[src/common/ecst_defs.svh]
/*
 Register offsets, field positions, reset values and sizes of the
 extension context status tracker. Assumes inclusion by bare name.
*/
`ifndef ECST_DEFS_SVH
`define ECST_DEFS_SVH

`define ECST_ADDR_W          8
`define ECST_UNITS           3
`define ECST_CTX_OFF         8'h00
`define ECST_EXT_OFF         8'h04
`define ECST_IRQ_STAT_OFF    8'h08
`define ECST_IRQ_MASK_OFF    8'h0C
`define ECST_CFG_OFF         8'h10
`define ECST_SEL_CTX         3'h0
`define ECST_SEL_EXT         3'h1
`define ECST_SEL_STAT        3'h2
`define ECST_SEL_MASK        3'h3
`define ECST_SEL_CFG         3'h4
`define ECST_SEL_NONE        3'h7
`define ECST_CTX_FS_LSB      0
`define ECST_CTX_XS_LSB      2
`define ECST_CTX_SD_BIT      31
`define ECST_IRQ_W           2
`define ECST_IRQ_ILLEGAL_BIT 0
`define ECST_IRQ_DIRTY_BIT   1
`define ECST_CFG_TRACK_BIT   0
`define ECST_CFG_RESET       1'h1
`define ECST_RESP_OKAY       2'h0
`define ECST_RESP_SLVERR     2'h2

`endif

[src/common/ecst_pkg.sv]
/*
 Types of the extension context status tracker: status encoding and
 execution operations. Assumes nothing of its surroundings.
*/
`default_nettype none
package ecst_pkg;
    typedef enum logic [1:0] {
        ST_OFF   = 2'h0,
        ST_INIT  = 2'h1,
        ST_CLEAN = 2'h2,
        ST_DIRTY = 2'h3
    } ecst_status_e;
    typedef enum logic [2:0] {
        OP_READ     = 3'h0,
        OP_MODIFY   = 3'h1,
        OP_UNCONFIG = 3'h3,
        OP_DISABLE  = 3'h2,
        OP_ENABLE   = 3'h6
    } ecst_op_e;
endpackage
`default_nettype wire

[src/common/ecst_unit_if.sv]
/*
 Link between the tracker top and one unit status machine.
 Assumes one driver of each side, on the same clock.
*/
`default_nettype none
interface ecst_unit_if;
    logic                   op_valid;
    ecst_pkg::ecst_op_e     op;
    logic                   sw_we;
    logic [1:0]             sw_val;
    logic                   present;
    logic                   track_dirty;
    ecst_pkg::ecst_status_e status;
    logic                   illegal;
    logic                   turn_on;
    modport unit (input op_valid, op, sw_we, sw_val, present, track_dirty,
                  output status, illegal, turn_on);
    modport ctrl (output op_valid, op, sw_we, sw_val, present, track_dirty,
                  input status, illegal, turn_on);
endinterface
`default_nettype wire

[src/ecst_top.sv]
/*
 Extension context status tracker: floating-point status, extension
 summary and dirty summary, AXI4-Lite registers, one interrupt.
 Assumes the execution pipeline presents at most one unit operation
 per cycle and an AXI4-Lite master with one access of each kind.
*/
// Operation
// - Two-bit writable floating-point status covering fp control and data registers.
// - Encoding 0 Off, 1 Initial, 2 Clean, 3 Dirty for both fields.
// - Floating-point status reads zero without supervisor mode and fp unit.
// - Extension summary reads zero without stateful extensions, else read-only.
// - Extension summary is the maximum of all extension status fields.
// - Dirty summary is one exactly when either field equals three.
// - Off status traps read, modify and unconfigure of the unit and stays Off.
// - Modify moves Initial or Clean to Dirty; read leaves status alone.
// - Unconfigure gives Initial, disable gives Off, enable gives Initial; the fp unit traps all three.
// - Turning a unit on requests initialisation of its state.
// - Writing fp status never touches the fp register contents.
// - Without dirty tracking, Initial or Clean writes are stored as Dirty.
// - Software writes fp status directly; summary only via extension fields.
// - One copy of both fields, shared by all privilege modes.
`default_nettype none
`include "ecst_defs.svh"
module ecst_top #(
    parameter bit FP_PRESENT    = 1'b1,
    parameter bit SMODE_PRESENT = 1'b1,
    parameter bit EXT_PRESENT   = 1'b1
) (
    input  wire logic                     clk,
    input  wire logic                     nrst,
    input  wire logic [`ECST_ADDR_W-1:0]  s_axi_awaddr,
    input  wire logic                     s_axi_awvalid,
    output logic                          s_axi_awready,
    input  wire logic [31:0]              s_axi_wdata,
    input  wire logic [3:0]               s_axi_wstrb,
    input  wire logic                     s_axi_wvalid,
    output logic                          s_axi_wready,
    output logic [1:0]                    s_axi_bresp,
    output logic                          s_axi_bvalid,
    input  wire logic                     s_axi_bready,
    input  wire logic [`ECST_ADDR_W-1:0]  s_axi_araddr,
    input  wire logic                     s_axi_arvalid,
    output logic                          s_axi_arready,
    output logic [31:0]                   s_axi_rdata,
    output logic [1:0]                    s_axi_rresp,
    output logic                          s_axi_rvalid,
    input  wire logic                     s_axi_rready,
    input  wire logic                     exec_valid,
    input  wire logic [1:0]               exec_unit,
    input  wire logic [2:0]               exec_op,
    output logic                          exec_illegal,
    output logic [`ECST_UNITS-1:0]        exec_init_req,
    output logic [1:0]                    fp_context_status,
    output logic [1:0]                    extension_context_summary,
    output logic                          dirty_state_summary,
    output logic                          irq
);
    logic [`ECST_ADDR_W-1:0]  aw_addr;
    logic [31:0]              w_data;
    logic [3:0]               w_strb;
    logic                     wr_do;
    logic [2:0]               wr_sel;
    logic [2:0]               rd_sel;
    logic                     wr_lo;
    logic [31:0]              rd_word;
    logic                     ar_fire;
    logic [`ECST_UNITS-1:0]   unit_we;
    logic [1:0]               unit_val [`ECST_UNITS];
    logic [`ECST_UNITS-1:0]   unit_present;
    logic [`ECST_UNITS-1:0]   unit_track;
    logic [`ECST_UNITS-1:0]   ill_vec;
    logic [`ECST_UNITS-1:0]   on_vec;
    logic [1:0]               st_vec [`ECST_UNITS];
    logic                     unit_miss;
    logic                     any_illegal;
    logic [1:0]               fs_now;
    logic [1:0]               xs_now;
    logic                     sd_now;
    logic                     cfg_track;
    logic [`ECST_IRQ_W-1:0]   irq_stat;
    logic [`ECST_IRQ_W-1:0]   irq_mask;
    logic [`ECST_IRQ_W-1:0]   irq_evt;
    logic [`ECST_IRQ_W-1:0]   irq_clr;
    logic [`ECST_IRQ_W-1:0]   next_irq_stat;

    function automatic logic [2:0] reg_sel(input logic [`ECST_ADDR_W-1:0] a);
        case ({a[`ECST_ADDR_W-1:2], 2'h0})
            `ECST_CTX_OFF:      reg_sel = `ECST_SEL_CTX;
            `ECST_EXT_OFF:      reg_sel = `ECST_SEL_EXT;
            `ECST_IRQ_STAT_OFF: reg_sel = `ECST_SEL_STAT;
            `ECST_IRQ_MASK_OFF: reg_sel = `ECST_SEL_MASK;
            `ECST_CFG_OFF:      reg_sel = `ECST_SEL_CFG;
            default:            reg_sel = `ECST_SEL_NONE;
        endcase
    endfunction

    function automatic logic [1:0] status_max(input logic [1:0] a, input logic [1:0] b);
        // Rank by meaning, not by code: Off < Initial < Clean < Dirty
        status_max = (a == 2'h3 || b == 2'h3) ? 2'h3
                   : (a == 2'h2 || b == 2'h2) ? 2'h2
                   : (a == 2'h1 || b == 2'h1) ? 2'h1 : 2'h0;
    endfunction

    // Write path: address and data are held until both have arrived
    assign wr_do = !s_axi_awready && !s_axi_wready && !s_axi_bvalid;
    assign wr_sel = reg_sel(aw_addr);
    assign wr_lo = wr_do && w_strb[0];
    assign rd_sel = reg_sel(s_axi_araddr);
    assign ar_fire = s_axi_arvalid && s_axi_arready;

    always_ff @(posedge clk or negedge nrst) begin
        if (!nrst) begin
            s_axi_awready <= 1'b1;
            aw_addr       <= 8'h00;
        end else if (s_axi_awvalid && s_axi_awready) begin
            s_axi_awready <= 1'b0;
            aw_addr       <= s_axi_awaddr;
        end else if (s_axi_bvalid && s_axi_bready) begin
            s_axi_awready <= 1'b1;
        end
    end

    always_ff @(posedge clk or negedge nrst) begin
        if (!nrst) begin
            s_axi_wready <= 1'b1;
            w_data       <= 32'h00000000;
            w_strb       <= 4'h0;
        end else if (s_axi_wvalid && s_axi_wready) begin
            s_axi_wready <= 1'b0;
            w_data       <= s_axi_wdata;
            w_strb       <= s_axi_wstrb;
        end else if (s_axi_bvalid && s_axi_bready) begin
            s_axi_wready <= 1'b1;
        end
    end

    always_ff @(posedge clk or negedge nrst) begin
        if (!nrst) begin
            s_axi_bvalid <= 1'b0;
            s_axi_bresp  <= `ECST_RESP_OKAY;
        end else if (wr_do) begin
            s_axi_bvalid <= 1'b1;
            s_axi_bresp  <= (wr_sel == `ECST_SEL_NONE) ? `ECST_RESP_SLVERR : `ECST_RESP_OKAY;
        end else if (s_axi_bready) begin
            s_axi_bvalid <= 1'b0;
        end
    end

    always_comb begin
        rd_word = 32'h00000000;
        case (rd_sel)
            `ECST_SEL_CTX: begin
                rd_word[`ECST_CTX_FS_LSB +: 2] = fs_now;
                rd_word[`ECST_CTX_XS_LSB +: 2] = xs_now;
                rd_word[`ECST_CTX_SD_BIT]      = sd_now;
            end
            `ECST_SEL_EXT:  rd_word[3:0] = {st_vec[2], st_vec[1]};
            `ECST_SEL_STAT: rd_word[`ECST_IRQ_W-1:0] = irq_stat;
            `ECST_SEL_MASK: rd_word[`ECST_IRQ_W-1:0] = irq_mask;
            `ECST_SEL_CFG:  rd_word[`ECST_CFG_TRACK_BIT] = cfg_track;
            default:        rd_word = 32'h00000000;
        endcase
    end

    always_ff @(posedge clk or negedge nrst) begin
        if (!nrst) begin
            s_axi_arready <= 1'b1;
            s_axi_rvalid  <= 1'b0;
            s_axi_rdata   <= 32'h00000000;
            s_axi_rresp   <= `ECST_RESP_OKAY;
        end else if (ar_fire) begin
            s_axi_arready <= 1'b0;
            s_axi_rvalid  <= 1'b1;
            s_axi_rdata   <= rd_word;
            s_axi_rresp   <= (rd_sel == `ECST_SEL_NONE) ? `ECST_RESP_SLVERR : `ECST_RESP_OKAY;
        end else if (s_axi_rvalid && s_axi_rready) begin
            s_axi_arready <= 1'b1;
            s_axi_rvalid  <= 1'b0;
        end
    end

    // No path from these writes to fp registers
    assign unit_we[0] = wr_lo && (wr_sel == `ECST_SEL_CTX);
    assign unit_we[1] = wr_lo && (wr_sel == `ECST_SEL_EXT);
    assign unit_we[2] = wr_lo && (wr_sel == `ECST_SEL_EXT);
    assign unit_val[0] = w_data[`ECST_CTX_FS_LSB +: 2];
    assign unit_val[1] = w_data[1:0];
    assign unit_val[2] = w_data[3:2];
    // Fp field absent only without both
    assign unit_present[0] = FP_PRESENT || SMODE_PRESENT;
    assign unit_present[1] = EXT_PRESENT;
    assign unit_present[2] = EXT_PRESENT;
    assign unit_track[0] = cfg_track;
    assign unit_track[2:1] = 2'h3;

    ecst_unit_if u_if [`ECST_UNITS] ();
    genvar gi;
    generate
        for (gi = 0; gi < `ECST_UNITS; gi++) begin : g_unit
            assign u_if[gi].op_valid    = exec_valid && (exec_unit == 2'(gi));
            assign u_if[gi].op          = ecst_pkg::ecst_op_e'(exec_op);
            assign u_if[gi].sw_we       = unit_we[gi];
            assign u_if[gi].sw_val      = unit_val[gi];
            assign u_if[gi].present     = unit_present[gi];
            assign u_if[gi].track_dirty = unit_track[gi];
            assign ill_vec[gi]          = u_if[gi].illegal;
            assign on_vec[gi]           = u_if[gi].turn_on;
            assign st_vec[gi]           = u_if[gi].status;
            ecst_unit #(
                .CAN_SWITCH (gi != 0)
            ) u_unit (
                .clk  (clk),
                .nrst (nrst),
                .u    (u_if[gi])
            );
        end
    endgenerate

    assign fs_now = st_vec[0];
    assign xs_now = status_max(st_vec[1], st_vec[2]);
    assign sd_now = (fs_now == 2'h3) || (xs_now == 2'h3);
    assign unit_miss = exec_valid && (exec_unit >= 2'(`ECST_UNITS));
    assign any_illegal = (|ill_vec) || unit_miss;

    // Pins lag the register view by one cycle so they leave from flops
    always_ff @(posedge clk or negedge nrst) begin
        if (!nrst) begin
            fp_context_status         <= 2'h0;
            extension_context_summary <= 2'h0;
            dirty_state_summary       <= 1'b0;
            exec_illegal              <= 1'b0;
            exec_init_req             <= 3'h0;
        end else begin
            fp_context_status         <= fs_now;
            extension_context_summary <= xs_now;
            dirty_state_summary       <= sd_now;
            exec_illegal              <= any_illegal;
            exec_init_req             <= on_vec;
        end
    end

    always_ff @(posedge clk or negedge nrst) begin
        if (!nrst) begin
            cfg_track <= `ECST_CFG_RESET;
            irq_mask  <= 2'h0;
        end else if (wr_lo && wr_sel == `ECST_SEL_CFG) begin
            cfg_track <= w_data[`ECST_CFG_TRACK_BIT];
        end else if (wr_lo && wr_sel == `ECST_SEL_MASK) begin
            irq_mask  <= w_data[`ECST_IRQ_W-1:0];
        end
    end

    // Sticky events; a new event wins over a write-one clear
    assign irq_evt[`ECST_IRQ_ILLEGAL_BIT] = any_illegal;
    assign irq_evt[`ECST_IRQ_DIRTY_BIT]   = sd_now && !dirty_state_summary;
    assign irq_clr = (wr_lo && wr_sel == `ECST_SEL_STAT) ? w_data[`ECST_IRQ_W-1:0] : 2'h0;
    assign next_irq_stat = (irq_stat & ~irq_clr) | irq_evt;

    always_ff @(posedge clk or negedge nrst) begin
        if (!nrst) begin
            irq_stat <= 2'h0;
            irq      <= 1'b0;
        end else begin
            irq_stat <= next_irq_stat;
            irq      <= |(next_irq_stat & irq_mask);
        end
    end
endmodule
`default_nettype wire

[src/ecst_unit.sv]
/*
 Status machine of one unit: Off, Initial, Clean, Dirty.
 Assumes at most one operation per cycle from the top.
*/
`default_nettype none
module ecst_unit #(
    parameter bit CAN_SWITCH = 1'b1
) (
    input  wire logic  clk,
    input  wire logic  nrst,
    ecst_unit_if.unit  u
);
    ecst_pkg::ecst_status_e status;
    ecst_pkg::ecst_status_e next_status;
    ecst_pkg::ecst_status_e op_result;
    logic                   switch_op;
    logic                   op_ok;

    function automatic ecst_pkg::ecst_status_e legalise(
        input ecst_pkg::ecst_status_e v, input logic track);
        legalise = (!track && (v == ecst_pkg::ST_INIT || v == ecst_pkg::ST_CLEAN))
                 ? ecst_pkg::ST_DIRTY : v;
    endfunction

    assign switch_op = (u.op == ecst_pkg::OP_UNCONFIG) || (u.op == ecst_pkg::OP_DISABLE)
                    || (u.op == ecst_pkg::OP_ENABLE);
    assign u.illegal = u.op_valid && (!u.present || (switch_op && !CAN_SWITCH)
                     || (status == ecst_pkg::ST_OFF && (u.op == ecst_pkg::OP_READ
                     || u.op == ecst_pkg::OP_MODIFY || u.op == ecst_pkg::OP_UNCONFIG)));
    assign op_ok = u.op_valid && !u.illegal;
    assign u.turn_on = op_ok && (u.op == ecst_pkg::OP_ENABLE);

    always_comb begin
        case (u.op)
            ecst_pkg::OP_READ:     op_result = status;
            ecst_pkg::OP_MODIFY:   op_result = ecst_pkg::ST_DIRTY;
            ecst_pkg::OP_UNCONFIG: op_result = ecst_pkg::ST_INIT;
            ecst_pkg::OP_DISABLE:  op_result = ecst_pkg::ST_OFF;
            ecst_pkg::OP_ENABLE:   op_result = ecst_pkg::ST_INIT;
            default:               op_result = status;
        endcase
    end

    // Untracked stores dirty
    // Instruction update beats a software write in the same cycle
    // Unchanged result keeps status, so a read never marks an untracked unit dirty
    assign next_status = !u.present ? ecst_pkg::ST_OFF
                       : (op_ok && op_result == status) ? status
                       : op_ok ? legalise(op_result, u.track_dirty)
                       : u.sw_we ? legalise(ecst_pkg::ecst_status_e'(u.sw_val), u.track_dirty)
                       : status;

    always_ff @(posedge clk or negedge nrst) begin
        if (!nrst) begin
            status <= ecst_pkg::ST_OFF;
        end else begin
            status <= next_status;
        end
    end
    assign u.status = status;
endmodule
`default_nettype wire

[config.mk]
export PLATFORM = sky130hd
export DESIGN_NAME = ecst_top
export DESIGN_NICKNAME = d
export VERILOG_FILES = /design/src/common/ecst_pkg.sv /design/src/common/ecst_unit_if.sv /design/src/ecst_top.sv /design/src/ecst_unit.sv
export VERILOG_INCLUDE_DIRS = /design/src /design/src/common
export SDC_FILE = /design/constraint.sdc
export NUM_CORES = 1
export LEC_CHECK = 0
export BUFFER_PORTS_ARGS = -buffer_cell sky130_fd_sc_hd__buf_4
export CAP_MARGIN = 20
export CORE_MARGIN = 2
export CORE_UTILIZATION = 40
export CTS_BUF_LIST = sky130_fd_sc_hd__clkbuf_8
export DETAILED_ROUTE_END_ITERATION = 12
export MAX_ROUTING_LAYER = met4
export PLACE_DENSITY = 0.81
export SLEW_MARGIN = 5
export SYNTH_ARGS = -nofsm -noshare
export SYNTH_HDL_FRONTEND = slang
export SYNTH_SLANG_ARGS = --single-unit
[constraint.sdc]
create_clock -name clk -period 1.86 [get_ports clk]
set_input_delay 0.186 -clock clk [delete_from_list [all_inputs] [get_ports clk]]
set_output_delay 0.186 -clock clk [all_outputs]
set_load 0.01 [all_outputs]
## Word level (Yosys, flattened, before mapping)

Index checks and enable logic that the tools add are counted.

- Magnitude comparators: 1
- Eq/ne operators: 39
- Muxes and demuxes: 32
- Bitwise logic cells: 8
- Reductions and logical operators: 78

Operator list:

| cell | number |
|---|---|
| $logic_and 1x1->1 | 35 |
| $pmux 3 s5 | 2 |
| $mux 2 | 13 |
| $eq 6x2->1 const B | 4 |
| $eq 2x2->1 const B | 9 |
| $eq 3x2->1 const B | 6 |
| $pmux 2 s3 | 3 |
| $eq 3x3->1 const B | 5 |
| $reduce_bool 2->1 | 7 |
| $eq 6x1->1 const B | 2 |
| $eq 6x3->1 const B | 2 |
| $logic_not 6->1 | 2 |
| $logic_or 1x1->1 | 12 |
| $mux 1 | 11 |
| $eq 2x1->1 const B | 5 |
| $eq 3x1->1 const B | 3 |
| $logic_not 3->1 | 3 |
| $logic_not 1->1 | 8 |
| $logic_not 2->1 | 4 |
| $reduce_and 2->1 | 4 |
| $eq 2x2->1 | 3 |
| $pmux 1 s5 | 1 |
| $and 2x2->2 | 2 |
| $not 1->1 | 4 |
| 7 further kinds | 8 |

- Register bits: 48
- Logic and storage cells: 181

## Longest topological paths before layout

Gate-level depths: netlist of run 1.

- Word-level depth: 11
- Depth in mapped cells: 6

## Hierarchy

Synthesis of run 1 repeated with hierarchy kept, for this count alone.

- Cell total of the unflattened synthesis: 278
- Area total of the unflattened synthesis: 2780.2 um2

By module, submodules not included:

| module | instances | cells an instance | area an instance (um2) |
|---|---|---|---|
| ecst_top | 1 | 161 | 1841.8 |
| ecst_unit at g_unit[1].u_unit ... | 2 | 39 | 307.8 |
| ecst_unit at g_unit[0].u_unit | 1 | 39 | 322.8 |

## Worst setup path before layout of run 1

No wires, ideal clock.

- Kind: flip-flop to flip-flop
- Start point: reg s_axi_bvalid
- End point: reg g_unit[1].u_unit.status[0]
- Library setup time: 0.126 ns
- Data arrival time: 1.400 ns
- Data required time: 1.734 ns
- Slack: 0.334 ns
- Stages on the path, launching flop included: 6
- Cells stage by stage: dfrtp_1 > nor4b_4 > nand4b_1 > nor2_2 > a21oi_2 > a221o_1

- Cells in the longest elaborated chain, start to end: 6

Ends and longest elaborated chain:

| item | RTL line | source |
|---|---|---|
| start: declaration | ecst_top.sv:39 | `output logic s_axi_bvalid,` |
| start signal: assignment | ecst_top.sv:139 | `s_axi_bvalid <= 1'b0;` |
| start signal: assignment | ecst_top.sv:142 | `s_axi_bvalid <= 1'b1;` |
| start signal: assignment | ecst_top.sv:145 | `s_axi_bvalid <= 1'b0;` |
| $logic_not 1->1 | ecst_top.sv:105 | `assign wr_do = !s_axi_awready && !s_axi_wready && !s_axi_bvalid;` |
| $logic_and 1x1->1 | ecst_top.sv:105 |  |
| $logic_and 1x1->1 | ecst_top.sv:107 | `assign wr_lo = wr_do && w_strb[0];` |
| $logic_and 1x1->1 | ecst_top.sv:184 | `` assign unit_we[1] = wr_lo && (wr_sel == `ECST_SEL_EXT); `` |
| $reduce_bool 2->1 (no line) | - |  |
| $reduce_and 2->1 (no line) | - |  |
| end signal: assignment | ecst_unit.sv:55 | `status <= ecst_pkg::ST_OFF;` |
| end signal: assignment | ecst_unit.sv:57 | `status <= next_status;` |
| end: declaration | ecst_unit.sv:13 | `ecst_pkg::ecst_status_e status;` |

Every way passes these cells.
A chain may end at the register's enable or synchronous reset.

## Worst setup path after layout of run 1

- Start point: reg aw_addr[4]
- End point: reg g_unit[1].u_unit.status[0]

- Cells in the longest elaborated chain, start to end: 6

Ends and longest elaborated chain:

| item | RTL line | source |
|---|---|---|
| start: declaration | ecst_top.sv:58 | `` logic [`ECST_ADDR_W-1:0] aw_addr; `` |
| start signal: assignment | ecst_top.sv:117 | `aw_addr <= s_axi_awaddr;` |
| $eq 6x3->1 (tied with other cells) | ecst_top.sv:87 | `` case ({a[`ECST_ADDR_W-1:2], 2'h0}) `` |
| $pmux 3 s5 * | ecst_top.sv:87 |  |
| $eq 3x1->1 (no line) * | - |  |
| $logic_and 1x1->1 * | ecst_top.sv:184 |  |
| $reduce_bool 2->1 (no line) * | - |  |
| $reduce_and 2->1 (no line) * | - |  |

Mark *: on every way between the ends. The rest lies on a longest branch, timed or not.

==> results_dict.tcl, run 1 <==
set metrics [dict create \
    rrSetupSlack_ns 0.08 \
    worstPathCellList "nor4_4 > nand4b_1 > nor2_2 > a21oi_2 > a221o_1" \
    first_pass_iters 5 \
    post-route-util_pct 49.0 \
    rows 28 \
    p_clk_share_pct 21.6 \
    post_synth_num_cell_types 53 \
    comb_power_share_pct 28.9 \
    post-place-ws_ns 0.0573 \
    fmax_ghz 0.563 \
    async_reset_ff_share_pct 100 \
    drc 0 \
    finalNonFillerCells 363 \
    synth_warnings 0 \
    finalWorstSetupSlack_ns 0.0826 \
    path_clk_slew_ns 0.09 \
    sw_frac_of_total_pct 33.0 \
    holdPathStages 2 \
    area_growth_pct 18.0 \
    antenna_found_initial 0 \
    grt_max_degree 45 \
    maxCapViolCount 0 \
    grtUsageTotal_pct 15.3 \
    slowest_delay_ns 0.44 \
    num_vias 1827 \
    setup_viol 0 \
    synth_top_area_share_pct 40.7 \
    crit_start "aw_addr[4]$_DFFE_PN0P_" \
    r2r-start "aw_addr[4]$_DFFE_PN0P_" \
    place.gp.congestion 0.848 \
    io_pins 116 \
    holdWs_ns 0.0299 \
    clock_sinks 44 \
    hold_viol 0 \
    hold_path_class "in2reg" \
    p_sw_mw 1.08 \
    layout_min_cycle_time_ns 1.78 \
    power_density_nw_per_um2 1120 \
    netlist_instances 235 \
    dp_hpwl_mm 3.71 \
    path_class "reg2reg" \
    clock_path_buffers 2 \
    power.total_mw 3.26 \
    slew_violations 0 \
    syn_avg_cell_area_sq_um 10.5 \
    drive_gt1_share_pct 32.3 \
    synth-main-ff-cell "dfrtp_1" \
    start_util_pct 41.5 \
    r2r_end "g_unit[1].u_unit.u.status[0]$_DFFE_PN0P_" \
    finalClockSkew_ns 0.00986 \
    worst_pin_slew_ns 0.545 \
    numCtsBuffers 5 \
    hold_end "s_axi_awready$_DFFE_PN1P_" \
    dieArea_sq_um 6790 \
    wl_per_cell_um 13.3 \
    final_cell_mix "53 x buf_4, 40 x dfrtp_1, 30 x conb_1" \
    cts_tree "built" \
    viasPerCell 5.03 \
    min_from "s_axi_awvalid" \
    slowest_stage "dfrtp_1" \
    arrival_ns 1.95 \
    synth_area_sq_um 2460 \
    power_frac_seq_pct 49.5 \
    nNetsFinal 352 \
    placed_area_sq_um 2780 \
    cp.required_ns 2.04 \
    layout_commonest_cell "buf_4" \
    endpoint_kind "register" \
    detail-route-antenna-nets 0 \
    timing.final.crit_share_pct 95.6 \
    clock_latency_ns 0.29 \
    ys_seq_area_share_pct 45.0 \
    port_buffers 51 \
    relSlewSlack_pct 63.6 \
    grt_pass1_wl_mm 7.67 \
    cp-start-kind "register" \
    diodes 0 \
    outcome "completed" \
    rsz0062_at_grt "false" \
    grt_overflow 0 \
    drt_wl_total_mm 4.83 \
    ir_drop_mv 0.729 \
    nFillCells 584 \
    fin_tns_setup_ns 0 \
    ys_seq_elements 44 \
    design_area_sq_um 2900 \
    dp_cells 354 \
    crit_fanout 4 \
    grt_pass1_vias 1725 \
    fp.dieH_um 82.4 \
    ff2ff_path_depth 5 \
    p_int_mw 2.19 \
    initialDrtViolationCount 68 \
    synth-edff-count 0 \
    p_leak_nw 1.34 \
    htreeDepth 2 \
    dieWidth_um 82.4 \
    yosysTopAreaCell "dfrtp_1" \
    core_area_sq_um 5920 \
    cts_root_buffer "clkbuf_8" \
    synth_area_leaders "dfrtp_1 41%, buf_4 9.2%, mux2_2 6.4%" \
]
-- cells by family (layout without fill, tap and decap cells) --
| kind of cell | count (synthesis) | in the layout | synth area share [%] |
|---|---|---|---|
| other | 1 | 30 | 0.152 |
| buffers and inverters | 46 | 70 | 12.8 |
| AO/OA/AOI/OAI | 55 | 55 | 15.8 |
| multiplexers | 20 | 20 | 9.87 |
| flip-flops | 44 | 44 | 45.0 |
| AND/OR/NAND/NOR | 69 | 69 | 16.4 |
-- power by group through the flow --
stage / sequential [mW] / combinational, mW / clock, mW
global placement: 1.59 / 0.912 / 0
global route: 1.67 / 1.04 / 0.763
CTS: 1.60 / 0.952 / 0.727
finish: 1.62 / 0.943 / 0.704
detailed placement: 1.62 / 0.949 / 0
floorplan: 1.52 / 0.714 / 0
-- worst max-delay path by stage --
| stage | endpoint | slack (ns) | cells past startpoint |
|---|---|---|---|
| 2_1_floorplan | g_unit[1].u_unit.u.status[0]$_DFFE_PN0P_ | 0.33 | 5 |
| 3_3_place_gp | g_unit[1].u_unit.u.status[0]$_DFFE_PN0P_ | 0.14 | 5 |
| 3_5_place_dp | g_unit[1].u_unit.u.status[0]$_DFFE_PN0P_ | 0.06 | 5 |
| 4_1_cts | g_unit[1].u_unit.u.status[0]$_DFFE_PN0P_ | 0.04 | 5 |
| 5_1_grt | g_unit[1].u_unit.u.status[0]$_DFFE_PN0P_ | 0.03 | 5 |
| 6_report | g_unit[1].u_unit.u.status[0]$_DFFE_PN0P_ | 0.08 | 5 |
-- final cells by class --
type	instances	area, sq um	share of cell area, %
clock buffer	5	68.8	2.37
timing repair buffer	54	408	14.1
clock inverter	3	38.8	1.34
sequential	44	1110	38.1
multi-input combinational	174	1160	39.8
tap	75	93.8	3.23
inverter	8	30.0	1.03
-- worst max-delay path: cells and delay by family (launching register included) --
family	cells	cell delay [ns]
flops	1	0.44
compound gates	2	0.37
simple gates	3	0.86
-- cell usage after synthesis (all sizes together) (2+ instances only) --
cell type,number
nor2,12
nand2b,4
a21oi,15
and2,2
nand4b,4
clkbuf,3
and3,4
a21boi,2
nand4,2
a22oi,2
mux2i,4
mux2,14
dfrtp,40
a31oi,2
a221o,2
nor3,7
nor2b,6
a22o,4
a21o,4
o32ai,2
buf,35
nand3,4
nand3b,2
mux4,2
inv,8
dfstp,4
nand2,16
o21ai,13
-- routing by layer --
| layer | share of wire, % | GRT usage (%) | wire length (um) | up-vias |
|---|---|---|---|---|
| li1 | - | - | - | 879 |
| met1 | 44 | 19.0 | 2150 | 876 |
| met2 | 48 | 24.6 | 2300 | 68 |
| met3 | 7.2 | 3.70 | 346 | 4 |
| met4 | 0.79 | 4.83 | 38 | 0 |
| met5 | 0 | - | 0 | - |
-- sequential cells by signal (all words and copies together), names as in the netlist, 2 cells and up --
name / count
exec_init_req: 3
w_data: 4
irq_mask: 2
s_axi_rdata: 5
irq_stat: 2
fp_context_status: 2
aw_addr: 6
extension_context_summary: 2
g_unit.u_unit.u.status: 6
-- what timing repair did --
| item | CTS | global route |
|---|---|---|
| hold buffers | 1 | 0 |
| setup buffers | 0 | 0 |
| setup endpoints to repair | 0 | 2 |
| resized for setup | 0 | 1 |
| endpoints found under the hold margin | 40 | 0 |
Power figures use the tool's default switching activity.
==> run 2, diff against run 1 <==
Settings changed: BUFFER_PORTS_ARGS -buffer_cell sky130_fd_sc_hd__buf_4 to -buffer_cell sky130_fd_sc_hd__buf_2.
==> results_dict.tcl, run 2 (synthesis results as in run 1) <==
set metrics [dict create \
    ctsResizeCount 0 \
    dieArea_sq_um 6790 \
    nFillCells 572 \
    grt_overflow 0 \
    dp_hpwl_mm 3.58 \
    place.gp.congestion 0.859 \
    slew_violations 0 \
    detail-route-antenna-nets 0 \
    relSlewSlack_pct 63.4 \
    first_pass_iters 4 \
    critical-path-top-delay-family "simple AND/OR/NAND/NOR gates" \
    setup_viol 0 \
    clock_path_buffers 2 \
    finalNonFillerCells 365 \
    hold_viol 0 \
    route.met2.wl_mm 2.15 \
    htreeDepth 2 \
    fp.dieH_um 82.4 \
    multiInputGateArea_sq_um 1150 \
    layout_min_cycle_time_ns 1.74 \
    top_regs "aw_addr: 6 flops, g_unit.u_unit.u.status: 6 flops, s_axi_rdata: 5 flops" \
    outcome "completed" \
    cp_num_buf_inv 1 \
    holdPathStages 2 \
    finalClockSkew_ns 0.00417 \
    rrSetupSlack_ns 0.12 \
    cts_root_buffer "clkbuf_8" \
    arrival_ns 1.92 \
    drt_wl_total_mm 4.75 \
    grt_pass1_vias 1627 \
    met3_length_um 311 \
    grt_max_degree 45 \
    dp_cells 355 \
    register_area_sq_um 1110 \
    path_class "reg2reg" \
    topRoutingLayerUsed "met4" \
    clock_latency_ns 0.29 \
    ir_drop_mv 0.711 \
    fin_tns_setup_ns 0 \
    power_density_nw_per_um2 1110 \
    grtUsageTotal_pct 14.6 \
    crit_fanout 4 \
    start_util_pct 41.5 \
    nNetsFinal 354 \
    hold_path_class "in2reg" \
    drive_gt1_share_pct 32.4 \
    endpoint_kind "register" \
    cts_tree "built" \
    grt_pass1_wl_mm 7.36 \
    antenna_found_initial 0 \
    rsz0062_at_grt "false" \
    initialDrtViolationCount 85 \
    slowest_stage "dfrtp_1" \
    maxCapViolCount 0 \
    io_pins 116 \
    area_growth_pct 12.3 \
    met1_length_mm 2.24 \
    hold_end "s_axi_wready$_DFFE_PN1P_" \
    num_vias 1831 \
    power.total_mw 3.07 \
    port_buffers 51 \
    r2r-start "aw_addr[4]$_DFFE_PN0P_" \
    timing.final.crit_share_pct 93.3 \
    layout_commonest_cell "buf_2" \
    clock_sinks 44 \
    rows 28 \
    worst_pin_slew_ns 0.549 \
    wl_per_cell_um 13.0 \
    worstPathCellList "nor4_2 > nand4b_1 > buf_4 > nor2_2 > a21oi_2 > a221o_1" \
    min_from "s_axi_wvalid" \
    slowest_delay_ns 0.41 \
    p_leak_nw 1.30 \
    diodes 0 \
    numCtsBuffers 5 \
    dieWidth_um 82.4 \
    cp.required_ns 2.04 \
    holdWs_ns 0.0396 \
    ff2ff_path_depth 6 \
    cp-start-kind "register" \
    drc 0 \
    path_clk_slew_ns 0.08 \
    fmax_ghz 0.576 \
    final_cell_mix "51 x buf_2, 40 x dfrtp_1, 30 x conb_1" \
    core_area_sq_um 5920 \
    r2r_end "g_unit[1].u_unit.u.status[1]$_DFFE_PN0P_" \
    viasPerCell 5.02 \
]
## run 2: cell count changes in the layout (fill, tap and decap cells not counted)
cell / change
bufinv_16: -1
nor4_2: +1
inv_1: +1
buf_2: +51
clkbuf_8: +1
buf_4: -49
nor4_4: -1
clkinv_2: -1
## run 2: where the power goes
group	switching (mW)	internal, mW
Combinational	0.411	0.468
Sequential	0.330	1.26
Clock	0.306	0.292
## run 2: final cells by class
type	instances	area share (%)
clock inverter	2	0.272
sequential	44	40.0
timing repair buffer	56	10.7
clock buffer	6	2.99
tap	75	3.40
inverter	8	1.09
multi-input combinational	174	41.5
## run 2: how the worst max path moves through the flow
stage	endpoint	startpoint	cells after the start	slack (ns)
detailed placement	g_unit[1].u_unit.u.status[1]$_DFFE_PN0P_	aw_addr[4]$_DFFE_PN0P_	5	0.07
global route	g_unit[1].u_unit.u.status[1]$_DFFE_PN0P_	aw_addr[4]$_DFFE_PN0P_	6	0.03
floorplan	g_unit[1].u_unit.u.status[0]$_DFFE_PN0P_	s_axi_bvalid$_DFFE_PN0P_	5	0.33
CTS	g_unit[1].u_unit.u.status[1]$_DFFE_PN0P_	aw_addr[4]$_DFFE_PN0P_	5	0.07
global placement	g_unit[1].u_unit.u.status[0]$_DFFE_PN0P_	aw_addr[4]$_DFFE_PN0P_	5	0.14
finish	g_unit[1].u_unit.u.status[1]$_DFFE_PN0P_	aw_addr[4]$_DFFE_PN0P_	6	0.12
## run 2: what timing repair did
item,4_1_cts,5_1_grt
endpoints found under the setup margin,0,2
hold buffers,1,0
buffers inserted,0,1
hold endpoints to repair,40,0
## run 2: worst reg2reg max path, delay by kind of cell (launching register included)
kind	cells	cell delay [ns]
flip-flops	1	0.41
AND/OR/NAND/NOR	3	0.68
AO/OA/AOI/OAI	2	0.36
buffers and inverters	1	0.19
## run 2: metrics by stage
step / cell area, sq um / utilization [%] / setup slack (ns)
2_1_floorplan: 2570 / - / 0.334
3_3_place_gp: 2660 / 44.8 / 0.137
3_5_place_dp: 2660 / 44.8 / 0.0734
4_1_cts: 2760 / 46.5 / 0.0686
5_1_grt: 2760 / 46.7 / 0.0299
6_report: 2760 / 46.7 / 0.124
## run 2: layer usage
| layer | track usage [%] | vias to the layer above |
|---|---|---|
| met4 | 5.67 | 0 |
| met5 | - | - |
| met3 | 3.04 | 7 |
| li1 | - | 890 |
| met1 | 18.9 | 872 |
| met2 | 22.5 | 62 |
==> run 3, diff against run 2 <==
Settings changed: PLACE_DENSITY 0.81 to 0.7.
==> results_dict.tcl, run 3 (synthesis results as in run 1) <==
set metrics [dict create \
    ff2ff_path_depth 6 \
    dp_hpwl_mm 3.50 \
    post-place-ws_ns 0.0887 \
    num_vias 1816 \
    hold_viol 0 \
    hold_end "s_axi_wready$_DFFE_PN1P_" \
    core_area_sq_um 5920 \
    register_area_sq_um 1110 \
    endpoint_kind "register" \
    dieArea_sq_um 6790 \
    port_buffers 51 \
    maxCapViolCount 0 \
    critical-path-top-delay-family "simple AND/OR/NAND/NOR gates" \
    cp_num_buf_inv 1 \
    grt_overflow 0 \
    layout_min_cycle_time_ns 1.70 \
    design_area_sq_um 2760 \
    place.gp.congestion 0.797 \
    antenna_found_initial 0 \
    hold_path_class "in2reg" \
    dieWidth_um 82.4 \
    grtUsageTotal_pct 15.5 \
    fin_tns_setup_ns 0 \
    drive_gt1_share_pct 32.4 \
    setup_viol 0 \
    slew_violations 0 \
    ir_drop_mv 0.668 \
    cp.required_ns 2.04 \
    arrival_ns 1.88 \
    holdWs_ns 0.0346 \
    layout_commonest_cell "buf_2" \
    grt_pass1_wl_mm 7.74 \
    r2r_end "g_unit[1].u_unit.u.status[0]$_DFFE_PN0P_" \
    min_from "s_axi_wvalid" \
    multiInputGateArea_sq_um 1150 \
    cp-start-kind "register" \
    path_class "reg2reg" \
    drc 0 \
    nFillCells 588 \
    relSlewSlack_pct 64.1 \
    slowest_delay_ns 0.41 \
    r2r-start "aw_addr[4]$_DFFE_PN0P_" \
    clock_path_buffers 2 \
    cts_root_buffer "clkbuf_8" \
    timing.final.crit_share_pct 91.5 \
    holdPathStages 2 \
    fmax_ghz 0.588 \
    worst_pin_slew_ns 0.538 \
    outcome "completed" \
    area_growth_pct 12.3 \
    viasPerCell 4.98 \
    finalWorstSetupSlack_ns 0.159 \
    rrSetupSlack_ns 0.16 \
    detail-route-antenna-nets 0 \
    io_pins 116 \
    wl_per_cell_um 12.9 \
    htreeDepth 2 \
    clock_latency_ns 0.29 \
    start_util_pct 41.5 \
    final_cell_mix "51 x buf_2, 40 x dfrtp_1, 30 x conb_1" \
    post-route-util_pct 46.7 \
    initialDrtViolationCount 93 \
    power_density_nw_per_um2 1120 \
    finalNonFillerCells 365 \
    top_regs "aw_addr: 6 flops, g_unit.u_unit.u.status: 6 flops, s_axi_rdata: 5 flops" \
    power.total_mw 3.09 \
    cts_tree "built" \
    fp.dieH_um 82.4 \
    first_pass_iters 4 \
    diodes 0 \
    numCtsBuffers 5 \
    grt_pass1_vias 1693 \
    finalClockSkew_ns 0.00435 \
    grt_max_degree 45 \
    rows 28 \
    dp_cells 355 \
    crit_fanout 4 \
    clock_sinks 44 \
    path_clk_slew_ns 0.08 \
    p_leak_nw 1.30 \
    rsz0062_at_grt "false" \
    drt_wl_total_mm 4.72 \
    placed_area_sq_um 2660 \
    nNetsFinal 354 \
    slowest_stage "dfrtp_1" \
    worstPathCellList "nor4_2 > nand4b_1 > buf_4 > nor2_2 > a21oi_2 > a221o_1" \
]
run 3: cell counts in the layout (fill, tap and decap cells not counted):
Identical to the previous run, type by type.
run 3: power by group:
| group | internal [mW] | switching [mW] |
|---|---|---|
| clock | 0.292 | 0.314 |
| sequential | 1.26 | 0.327 |
| combinational | 0.479 | 0.415 |
| total | 2.03 | 1.06 |
run 3: what timing repair did:
| item | CTS | global route |
|---|---|---|
| hold buffers | 1 | 0 |
| gates resized for setup | 0 | 0 |
| endpoints found under the hold margin | 40 | 0 |
| buffers inserted | 0 | 1 |
| endpoints found under the setup margin | 0 | 2 |
run 3: cell type report:
type | count | area share [%]
well taps | 75 | 3.40
flip-flops and latches | 44 | 40.0
inverters | 8 | 1.09
repair buffers | 56 | 10.7
clock inverters | 2 | 0.272
clock buffers | 6 | 2.99
multi-input cells | 174 | 41.5
run 3: worst max-delay path by stage:
stage / from / end / slack, ns / cells past startpoint
after floorplan: s_axi_bvalid$_DFFE_PN0P_ / g_unit[1].u_unit.u.status[0]$_DFFE_PN0P_ / 0.33 / 5
after global placement: aw_addr[4]$_DFFE_PN0P_ / g_unit[1].u_unit.u.status[0]$_DFFE_PN0P_ / 0.13 / 5
after detailed placement: aw_addr[4]$_DFFE_PN0P_ / g_unit[1].u_unit.u.status[0]$_DFFE_PN0P_ / 0.09 / 5
after CTS: aw_addr[4]$_DFFE_PN0P_ / g_unit[1].u_unit.u.status[0]$_DFFE_PN0P_ / 0.08 / 5
after global routing: aw_addr[4]$_DFFE_PN0P_ / g_unit[1].u_unit.u.status[0]$_DFFE_PN0P_ / 0.05 / 6
final: aw_addr[4]$_DFFE_PN0P_ / g_unit[1].u_unit.u.status[0]$_DFFE_PN0P_ / 0.16 / 6
run 3: metal layers:
layer	track usage [%]	vias to the layer above	part of all wire (%)
li1	-	884	-
met1	20.1	858	46
met5	-	-	0
met4	5.83	0	1.7
met2	23.1	64	46
met3	4.13	10	7.1
